File: src/hw/ppr_map.svh
`ifndef PPR_MAP_SVH
`define PPR_MAP_SVH
// mode register numbers on the ba/bg decode
`define PPR_MR0          3'h0
`define PPR_MR4          3'h4
// repair enable bits in mode register 4
`define PPR_SOFT_BIT     5
`define PPR_HARD_BIT     13
// guard key address fields
`define PPR_KEY_LSB      7
`define PPR_KEY_MSB      11
`define PPR_KEY_ONES     7'h7f
`define PPR_KEY1         5'h19
`define PPR_KEY2         5'h0f
`define PPR_KEY3         5'h17
`define PPR_KEY4         5'h07
// burst length in beats checked on dq
`define PPR_BURST_BEATS  4'h8
// beats of all-high data that cancel the repair (two clocks)
`define PPR_HIGH_BEATS   4'h4
`endif

File: src/hw/ppr_pkg.sv
package ppr_pkg;
    typedef enum logic [2:0] {
        CMD_DES,
        CMD_MRS,
        CMD_ACT,
        CMD_WR,
        CMD_PRE,
        CMD_REF,
        CMD_OTHER
    } ppr_cmd_e;
    typedef enum logic [3:0] {
        ST_IDLE,
        ST_KEY1,
        ST_KEY2,
        ST_KEY3,
        ST_KEY4,
        ST_ARMED,
        ST_ROW,
        ST_PROG,
        ST_EXIT
    } ppr_state_e;
endpackage

File: src/hw/ppr_repair.sv
`timescale 1ns/1ps
`include "ppr_map.svh"
module ppr_repair
    import ppr_pkg::*;
#(
    parameter int ROW_W  = 18,   // row address width
    parameter int BANKS  = 16,   // bank groups times banks
    parameter int DQ_W   = 8,    // dq lanes of this device
    parameter int WL     = 9     // write latency in clocks
) (
    input  wire logic                     mclk_i,         // command clock
    input  wire logic                     resetn_i,       // async reset, active low
    input  wire logic                     ce_i,           // clock enable
    input  wire logic                     cmd_valid_i,    // command present this cycle
    input  wire ppr_cmd_e                 cmd_i,          // decoded command
    input  wire logic [2:0]               mr_sel_i,       // mode register number
    input  wire logic [3:0]               bank_i,         // bank group and bank
    input  wire logic [ROW_W-1:0]         addr_i,         // address bus
    input  wire logic [2*DQ_W-1:0]        dq_pair_i,      // two beats of dq per clock
    input  wire logic [BANKS-1:0]         spare_ok_i,     // bank has a spare row
    output logic                          soft_mode_o,    // soft repair mode on
    output logic                          hard_mode_o,    // hard repair mode on
    output logic                          dq_high_o,      // drive every dq high
    output logic                          normal_cmd_o,   // act/wr pass as ordinary
    output logic                          repair_done_o,  // pulse: row programmed
    output logic [BANKS-1:0]              rep_valid_o,    // bank holds a soft repair
    output logic [BANKS*ROW_W-1:0]        rep_row_o       // repaired row per bank
);
    localparam int CW = $clog2(WL + 16);

    ppr_state_e             state_ff;
    logic                   soft_ff, hard_ff;
    logic [3:0]             tbank_ff;
    logic [ROW_W-1:0]       trow_ff;
    logic [CW-1:0]          wcnt_ff;
    logic                   burst_ff;
    logic [3:0]             beat_ff;
    logic                   any_high_ff;
    logic                   lead_high_ff;
    logic                   ok_ff;
    logic [BANKS-1:0]       rvalid_ff;
    logic [ROW_W-1:0]       rrow_ff [BANKS];
    logic                   done_ff;
    logic                   key_ok;
    logic [4:0]             key_want;
    logic                   mrs4;
    logic                   all_low, all_high;

    // mode register 4 write and guard key decode
    assign mrs4     = cmd_valid_i && cmd_i == CMD_MRS && mr_sel_i == `PPR_MR4;
    always_comb begin
        unique case (state_ff)
            ST_KEY1: key_want = `PPR_KEY1;
            ST_KEY2: key_want = `PPR_KEY2;
            ST_KEY3: key_want = `PPR_KEY3;
            default: key_want = `PPR_KEY4;
        endcase
    end
    assign key_ok   = cmd_valid_i && cmd_i == CMD_MRS && mr_sel_i == `PPR_MR0 && bank_i == 4'h0
                      && addr_i[6:0] == `PPR_KEY_ONES
                      && addr_i[`PPR_KEY_MSB:`PPR_KEY_LSB] == key_want;
    assign all_low  = ~|dq_pair_i;
    assign all_high = &dq_pair_i;

    // mode enable bits follow mode register 4 writes
    always_ff @(posedge mclk_i or negedge resetn_i) begin
        if (!resetn_i) begin
            soft_ff <= 1'b0;
            hard_ff <= 1'b0;
        end else if (ce_i && mrs4) begin
            soft_ff <= addr_i[`PPR_SOFT_BIT];
            hard_ff <= addr_i[`PPR_HARD_BIT];
        end
    end

    // repair sequence state; any stray command drops back to idle
    always_ff @(posedge mclk_i or negedge resetn_i) begin
        if (!resetn_i) begin
            state_ff <= ST_IDLE;
            tbank_ff <= 4'h0;
            trow_ff  <= '0;
        end else if (ce_i) begin
            if (mrs4 && !addr_i[`PPR_SOFT_BIT] && !addr_i[`PPR_HARD_BIT]) begin
                state_ff <= ST_IDLE;
            end else if (mrs4) begin
                state_ff <= ST_KEY1;
            end else if (cmd_valid_i && cmd_i != CMD_DES) begin
                unique case (state_ff)
                    ST_KEY1, ST_KEY2, ST_KEY3, ST_KEY4: begin
                        if (!key_ok)
                            state_ff <= ST_IDLE;
                        else if (state_ff == ST_KEY4)
                            state_ff <= ST_ARMED;
                        else
                            state_ff <= ppr_state_e'(state_ff + 4'h1);
                    end
                    ST_ARMED: begin
                        if (cmd_i == CMD_ACT) begin
                            state_ff <= ST_ROW;
                            tbank_ff <= bank_i;
                            trow_ff  <= addr_i;
                        end else begin
                            state_ff <= ST_IDLE;
                        end
                    end
                    ST_ROW: begin
                        if (cmd_i == CMD_WR && bank_i == tbank_ff)
                            state_ff <= ST_PROG;
                        else
                            state_ff <= ST_IDLE;
                    end
                    ST_PROG: begin
                        if (cmd_i == CMD_PRE)
                            state_ff <= ST_EXIT;
                        else
                            state_ff <= ST_IDLE;
                    end
                    ST_EXIT: state_ff <= ST_IDLE;
                    ST_IDLE: state_ff <= ST_IDLE;
                endcase
            end
        end
    end

    // write latency wait, then eight-beat dq check
    always_ff @(posedge mclk_i or negedge resetn_i) begin
        if (!resetn_i) begin
            wcnt_ff      <= '0;
            burst_ff     <= 1'b0;
            beat_ff      <= 4'h0;
            any_high_ff  <= 1'b0;
            lead_high_ff <= 1'b0;
            ok_ff        <= 1'b0;
        end else if (ce_i) begin
            if (state_ff == ST_ROW && cmd_valid_i && cmd_i == CMD_WR && bank_i == tbank_ff) begin
                wcnt_ff      <= CW'(WL);
                burst_ff     <= 1'b0;
                beat_ff      <= 4'h0;
                any_high_ff  <= 1'b0;
                lead_high_ff <= 1'b1;
                ok_ff        <= 1'b0;
            end else if (wcnt_ff != '0) begin
                wcnt_ff  <= wcnt_ff - CW'(1);
                burst_ff <= (wcnt_ff == CW'(1));
            end else if (burst_ff) begin
                any_high_ff <= any_high_ff | ~all_low;
                if (beat_ff < `PPR_HIGH_BEATS)
                    lead_high_ff <= lead_high_ff & all_high;
                beat_ff <= beat_ff + 4'h2;
                if (beat_ff + 4'h2 == `PPR_BURST_BEATS) begin
                    burst_ff <= 1'b0;
                    ok_ff    <= !(any_high_ff | ~all_low);
                end
            end
        end
    end

    // per-bank repaired row store; precharge completes the repair
    always_ff @(posedge mclk_i or negedge resetn_i) begin
        if (!resetn_i) begin
            rvalid_ff <= '0;
            done_ff   <= 1'b0;
            for (int i = 0; i < BANKS; i++)
                rrow_ff[i] <= '0;
        end else if (ce_i) begin
            done_ff <= 1'b0;
            if (state_ff == ST_PROG && cmd_valid_i && cmd_i == CMD_PRE && soft_ff
                && ok_ff && !lead_high_ff && spare_ok_i[tbank_ff]) begin
                rvalid_ff[tbank_ff] <= 1'b1;
                rrow_ff[tbank_ff]   <= trow_ff;
                done_ff             <= 1'b1;
            end
        end
    end

    // outputs; other rows of the bank are untouched by the store
    generate
        for (genvar g = 0; g < BANKS; g++) begin : g_row
            assign rep_row_o[g*ROW_W +: ROW_W] = rrow_ff[g];
        end
    endgenerate
    assign soft_mode_o   = soft_ff;
    assign hard_mode_o   = hard_ff;
    assign dq_high_o     = soft_ff;
    assign normal_cmd_o  = (state_ff == ST_IDLE);
    assign repair_done_o = done_ff;
    assign rep_valid_o   = rvalid_ff;

    // checks
    key_abort_a: assert property (@(posedge mclk_i) disable iff (!resetn_i)
        ce_i && state_ff == ST_KEY2 && cmd_valid_i && cmd_i != CMD_DES && !mrs4 && !key_ok
        |=> state_ff == ST_IDLE) else $error("broken key sequence did not abort");
    key_arm_a: assert property (@(posedge mclk_i) disable iff (!resetn_i)
        ce_i && state_ff == ST_KEY4 && key_ok && !mrs4 |=> state_ff == ST_ARMED)
        else $error("fourth key did not arm");
    row_cap_a: assert property (@(posedge mclk_i) disable iff (!resetn_i)
        ce_i && state_ff == ST_ARMED && cmd_valid_i && cmd_i == CMD_ACT && !mrs4
        |=> state_ff == ST_ROW && trow_ff == $past(addr_i))
        else $error("target row not captured");
    dq_high_a: assert property (@(posedge mclk_i) disable iff (!resetn_i)
        ce_i && mrs4 && addr_i[`PPR_SOFT_BIT] |=> dq_high_o)
        else $error("dq not driven high on soft enable");
    no_arm_a: assert property (@(posedge mclk_i) disable iff (!resetn_i)
        state_ff == ST_IDLE && !mrs4 |=> state_ff == ST_IDLE)
        else $error("left idle without mode entry");
    repair_ok_a: assert property (@(posedge mclk_i) disable iff (!resetn_i)
        repair_done_o |-> $past(ok_ff) && !$past(lead_high_ff))
        else $error("repair without all-low burst");
    bank_store_a: assert property (@(posedge mclk_i) disable iff (!resetn_i)
        repair_done_o |-> rep_valid_o[$past(tbank_ff)] && rrow_ff[$past(tbank_ff)] == $past(trow_ff))
        else $error("repaired row not stored in bank");
    mode_bit_a: assert property (@(posedge mclk_i) disable iff (!resetn_i)
        ce_i && mrs4 |=> hard_mode_o == $past(addr_i[`PPR_HARD_BIT]))
        else $error("hard mode bit mismatch");
    exit_idle_a: assert property (@(posedge mclk_i) disable iff (!resetn_i)
        ce_i && mrs4 && !addr_i[`PPR_SOFT_BIT] && !addr_i[`PPR_HARD_BIT] |=> normal_cmd_o)
        else $error("disable did not return to idle");

    // clock enable low freezes the sequence and the store
    ce_hold_a: assert property (@(posedge mclk_i) disable iff (!resetn_i)
        !ce_i |=> $stable(state_ff) && $stable(soft_ff) && $stable(rvalid_ff))
        else $error("state moved with clock enable low");

    // soft mode output follows bit 5 of each mode register 4 write
    soft_bit_a: assert property (@(posedge mclk_i) disable iff (!resetn_i)
        ce_i && mrs4 |=> soft_mode_o == $past(addr_i[`PPR_SOFT_BIT]))
        else $error("soft mode bit mismatch");

    // first key moves on to the second key step
    key_step_a: assert property (@(posedge mclk_i) disable iff (!resetn_i)
        ce_i && state_ff == ST_KEY1 && key_ok && !mrs4 |=> state_ff == ST_KEY2)
        else $error("first key not accepted");

    // an enabling mode write always restarts the key sequence
    entry_key_a: assert property (@(posedge mclk_i) disable iff (!resetn_i)
        ce_i && mrs4 && (addr_i[`PPR_SOFT_BIT] || addr_i[`PPR_HARD_BIT]) |=> state_ff == ST_KEY1)
        else $error("mode entry did not restart keys");

    // interrupted third key step aborts the entry
    key_break_a: assert property (@(posedge mclk_i) disable iff (!resetn_i)
        ce_i && state_ff == ST_KEY3 && cmd_valid_i && cmd_i != CMD_DES && !mrs4 && !key_ok
        |=> state_ff == ST_IDLE) else $error("interrupted keys did not abort");

    // write to the captured bank enters programming
    row_wr_a: assert property (@(posedge mclk_i) disable iff (!resetn_i)
        ce_i && state_ff == ST_ROW && cmd_valid_i && cmd_i == CMD_WR && bank_i == tbank_ff && !mrs4
        |=> state_ff == ST_PROG) else $error("write to target bank not taken");

    // the write loads the latency counter
    wr_load_a: assert property (@(posedge mclk_i) disable iff (!resetn_i)
        ce_i && state_ff == ST_ROW && cmd_valid_i && cmd_i == CMD_WR && bank_i == tbank_ff
        |=> wcnt_ff == CW'(WL)) else $error("write latency not loaded");

    // the burst window opens at beat zero
    burst_start_a: assert property (@(posedge mclk_i) disable iff (!resetn_i)
        $rose(burst_ff) |-> beat_ff == 4'h0)
        else $error("burst opened mid-way");

    // the burst window closes after the fourth clock
    beat_end_a: assert property (@(posedge mclk_i) disable iff (!resetn_i)
        ce_i && burst_ff && wcnt_ff == '0 && beat_ff == 4'h6 |=> !burst_ff)
        else $error("burst window overran");

    // all-high leading beats block the repair
    lead_block_a: assert property (@(posedge mclk_i) disable iff (!resetn_i)
        ce_i && state_ff == ST_PROG && cmd_valid_i && cmd_i == CMD_PRE && lead_high_ff
        |=> !repair_done_o) else $error("repair despite all-high burst");

    // precharge after programming moves to exit
    exit_state_a: assert property (@(posedge mclk_i) disable iff (!resetn_i)
        ce_i && state_ff == ST_PROG && cmd_valid_i && cmd_i == CMD_PRE && !mrs4
        |=> state_ff == ST_EXIT) else $error("precharge did not end programming");

    // done is a single-cycle pulse
    done_pulse_a: assert property (@(posedge mclk_i) disable iff (!resetn_i)
        repair_done_o && ce_i |=> !repair_done_o)
        else $error("repair done held too long");

    // no repair lands in a bank without a spare
    spare_need_a: assert property (@(posedge mclk_i) disable iff (!resetn_i)
        repair_done_o |-> $past(spare_ok_i[tbank_ff]))
        else $error("repair stored without spare");

    // only soft mode stores rows
    soft_need_a: assert property (@(posedge mclk_i) disable iff (!resetn_i)
        repair_done_o |-> $past(soft_ff))
        else $error("repair stored outside soft mode");

    // repaired-bank flags change only with a repair
    valid_change_a: assert property (@(posedge mclk_i) disable iff (!resetn_i)
        rep_valid_o != $past(rep_valid_o) |-> repair_done_o)
        else $error("repair flags changed without repair");

    // leaving soft mode releases the dq lanes
    dq_off_a: assert property (@(posedge mclk_i) disable iff (!resetn_i)
        ce_i && mrs4 && !addr_i[`PPR_SOFT_BIT] |=> !dq_high_o)
        else $error("dq still driven high after disable");
endmodule

File: config.mk
export PLATFORM = sky130hd
export DESIGN_NAME = ppr_repair
export DESIGN_NICKNAME = d
export VERILOG_FILES = /design/src/hw/ppr_pkg.sv /design/src/hw/ppr_repair.sv
export VERILOG_INCLUDE_DIRS = /design/src /design/src/hw
export SDC_FILE = /design/constraint.sdc
export NUM_CORES = 1
export LEC_CHECK = 0
export ABC_AREA = 1
export BUFFER_PORTS_ARGS = -buffer_cell sky130_fd_sc_hd__buf_2
export CORE_ASPECT_RATIO = 0.6
export CORE_UTILIZATION = 36
export DETAILED_ROUTE_END_ITERATION = 6
export GPL_TIMING_DRIVEN = 0
export SYNTH_ARGS = -nofsm -noshare
export SYNTH_HDL_FRONTEND = slang
export SYNTH_SLANG_ARGS = --single-unit
File: constraint.sdc
create_clock -name mclk_i -period 2.59 [get_ports mclk_i]
set_input_delay 0.1295 -clock mclk_i [delete_from_list [all_inputs] [get_ports mclk_i]]
set_output_delay 0.1295 -clock mclk_i [all_outputs]
set_load 0.05 [all_outputs]
==> key figures <==
Drt
  • Antenna viol nets, final: 0
  • Via count: between 10000 and 15000
  • DRC: 0
  • Detailed Route Iter0 Violations: 1265
  • Routed Wire Length: 59300 µm
  • Via density per instance: 5.22
  • Drt wl/cell: between 20 and 25 µm
  • DRT Pass-1 Iters: 7

Worst setup path
  • Worst Path Arrival: 2.99 ns
  • Req. time, crit path: about 3.0 ns
  • Startpoint Class: flop
  • Setup crit end kind: flop
  • R2r worst-path depth: 7
  • Crit path kind: flop to flop
  • Critical-path maximum fanout: 10

Clock tree
  • Clk buf depth: 3
  • H-tree levels: 2
  • Clk Latency, worst-skew pair: ~0.53 ns
  • Inserted Clock Buffers: 37
  • Sink Count: between 300 and 400
  • CTS tree: yes
  • Clock root buffer: clkbuf_16
  • Clock-pin slew of the registers on the worst-case setup and hold paths: around 0.070 ns

Synth
  • #FFs+latches synth: 345
  • Area of the mapped netlist: ~15000 µm²
  • Post-Syn Nets: roughly 1800
  • Distinct cells, synth: 34
  • Cell count after synthesis: ~1800
  • Yosys warning count: 0
  • EDFF count, synth: 0
  • Async S/R FF share, synth: between 90% and 100%
  • Synth Flop Type: dfrtp_1
  • Post-synthesis area per instance: about 9 µm²
  • Seq/Total Area, Yosys: 55.9%

Timing
  • Headroom to the max-slew limit: under 10%
  • Final setup fails: 0
  • Worst-margin pin slew: ~1.4 ns
  • Clock Skew: between 0.02 and 0.025 ns
  • Slew Limit Fails: 0
  • Min Clock Period, post-route: 2.54 ns
  • Final hold slack: 0.0617 ns
  • Max Clk Rate: around 390 MHz
  • RSZ-0062 raised after global routing: no
  • Fin. Hold Viols: 0
  • Crit share post-route: a little over nine tenths

Floorplanning
  • Die area: around 44000 µm²
  • Chip width: approximately 270 µm
  • IO Pins: 373
  • Initial core utilization: a little under two fifths
  • Row count: between 50 and 60
  • CORE AREA: approximately 42000 µm²
  • Die height: 162 µm

Global route
  • Total grt overflow: 0
  • Vias in the first global route: 13900
  • Largest net degree at the start of global routing: ~120
  • First-pass GRT wire length: a little under 90000 µm
  • Total track usage: 26.8%
  • Antenna violations before repair: 2

Placement
  • Post-DP HPWL: about 42000 µm
  • # port buffers: 371
  • Cell Area, Placed: 18100 µm²
  • Gpl congestion: just under 0.9

Pwr
  • Pleak: approximately 11 nW
  • Peak supply drop: between 0.3 and 0.4 mV
  • Power Dens Cells: 603 nW/µm²

Outcome
  • Status: complete, no violations

Cells and area
  • NumNets Final: between 2000 and 2500
  • Synthesis-to-layout area growth: 27.4%
  • Post-route cell area: 19700 µm²
  • ANT cells: 0
  • Share of cells above drive strength 1: approximately a quarter

Flow run
  • Max-cap violation count: 0

Min path
  • Hold path depth: 6
  • Worst Hold Class: input pin to flop
-- Yosys cell counts, types with 11 or more instances --
cell	n	share of area (%)
buf_1	22	0.53
buf_2	37	1.2
buf_6	12	0.87
clkbuf_1	79	1.9
dfrtp_1	345	56
inv_1	74	1.8
mux2_2	11	0.80
nand2_1	720	17
nand3_1	27	0.87
nand4_1	296	12
nand4_4	11	1.5
nor2_1	48	1.2
o21ai_0	21	0.68
-- metrics by stage --
step	total power, mW	TNS, ns	utilization, %	std cells	setup WS, ns
2_1_floorplan	6.23	0	-	1764	0.532
3_3_place_gp	6.55	-1902.30	42.8	2705	-5.43
3_5_place_dp	6.60	-59.44	43.0	2707	-0.418
4_1_cts	12.0	0	46.5	2798	0.00584
5_1_grt	12.4	0	46.8	2807	0.00798
6_report	11.9	0	46.8	2807	0.0455
-- sequential cells by signal (all words and copies together), names as in the netlist --
register       flops
trow_ff           18
beat_ff            3
hard_mode_o        1
state_ff           4
tbank_ff           4
repair_done_o      1
wcnt_ff            5
ok_ff              1
lead_high_ff       1
any_high_ff        1
rep_valid_o       16
dq_high_o          1
burst_ff           1
rep_row_o        288
-- area by class of cell --
cell class / count / area [µm²]
clock inverter: 11 / 136
fill: 4183 / 22400
timing repair buffer: 410 / 2290
multi-input combinational: 1185 / 5780
clock buffer: 52 / 1040
inverter: 76 / 285
sequential: 345 / 8640
buffer: 158 / 801
tap: 570 / 713
-- power breakdown --
group	internal, mW	switching, mW
sequential	5.49	0.0953
clock	3.10	2.23
combinational	0.313	0.644
total	8.91	2.97
-- layer usage --
metal	global-route usage, %	vias up	wire (µm)
li1	-	6772	-
met1	38.2	7214	27100
met2	40.3	568	26000
met3	7.00	89	4850
met4	7.05	0	1370
met5	0	-	0
-- path summary, 6_finish.rpt --
path                                startpoint        endpoint  slack, ns
worst max-delay path               tbank_ff[1]  rep_row_o[120]       0.05
worst min-delay path              dq_pair_i[6]           ok_ff       0.06
worst max register to register     tbank_ff[1]  rep_row_o[120]       0.05
worst min register to register  rep_valid_o[4]  rep_valid_o[4]       0.46
max in group asynchronous             resetn_i     state_ff[0]       1.11
min in group asynchronous             resetn_i  rep_valid_o[1]       0.27
-- cell families (layout without fill, tap and decap cells) --
logic type                 Yosys count  after routing  synth area share (%)
and+or+nand+nor                   1127           1127                  34.3
DFF                                345            345                  55.9
buffers and inverters              234            707                  6.87
AOI/OAI and AO/OA                   33             33                  1.17
muxes                               11             11                 0.802
adders and majority gates            8              8                 0.648
xor gates and xnor gates             6              6                 0.340
-- cell usage in the layout (no fill, tap or decap), drive strengths merged, types with 2 or more instances in the layout --
master	Yosys	layout
a21oi	9	9
a31oi	2	2
buf	78	456
bufinv	0	3
clkbuf	80	138
clkinv	0	6
dfrtp	345	345
dlygate4sd3	0	26
ha	8	8
inv	76	77
mux2	11	11
nand2	721	721
nand3	27	27
nand4	312	312
nor2	53	53
nor3	9	9
o21ai	21	21
or2	3	3
xor2	5	5
-- worst max-delay path, stage by stage (launching register included) --
cell and delay, ns:
dfrtp_1 0.32, buf_2 0.25, inv_1 0.19, nor2_2 0.35, buf_2 0.44, clkbuf_1 0.52, nand4_1 0.23, nand2_1 0.16
-- timing repair --
item	in CTS	in global routing
setup buffers	2	9
pin swaps	1	6
gates resized for setup	5	19
setup endpoints to repair	246	267
cloned	0	0
hold buffers	26	0
hold endpoints to repair	138	0
Note: power is estimated with default switching activity, not from simulation.
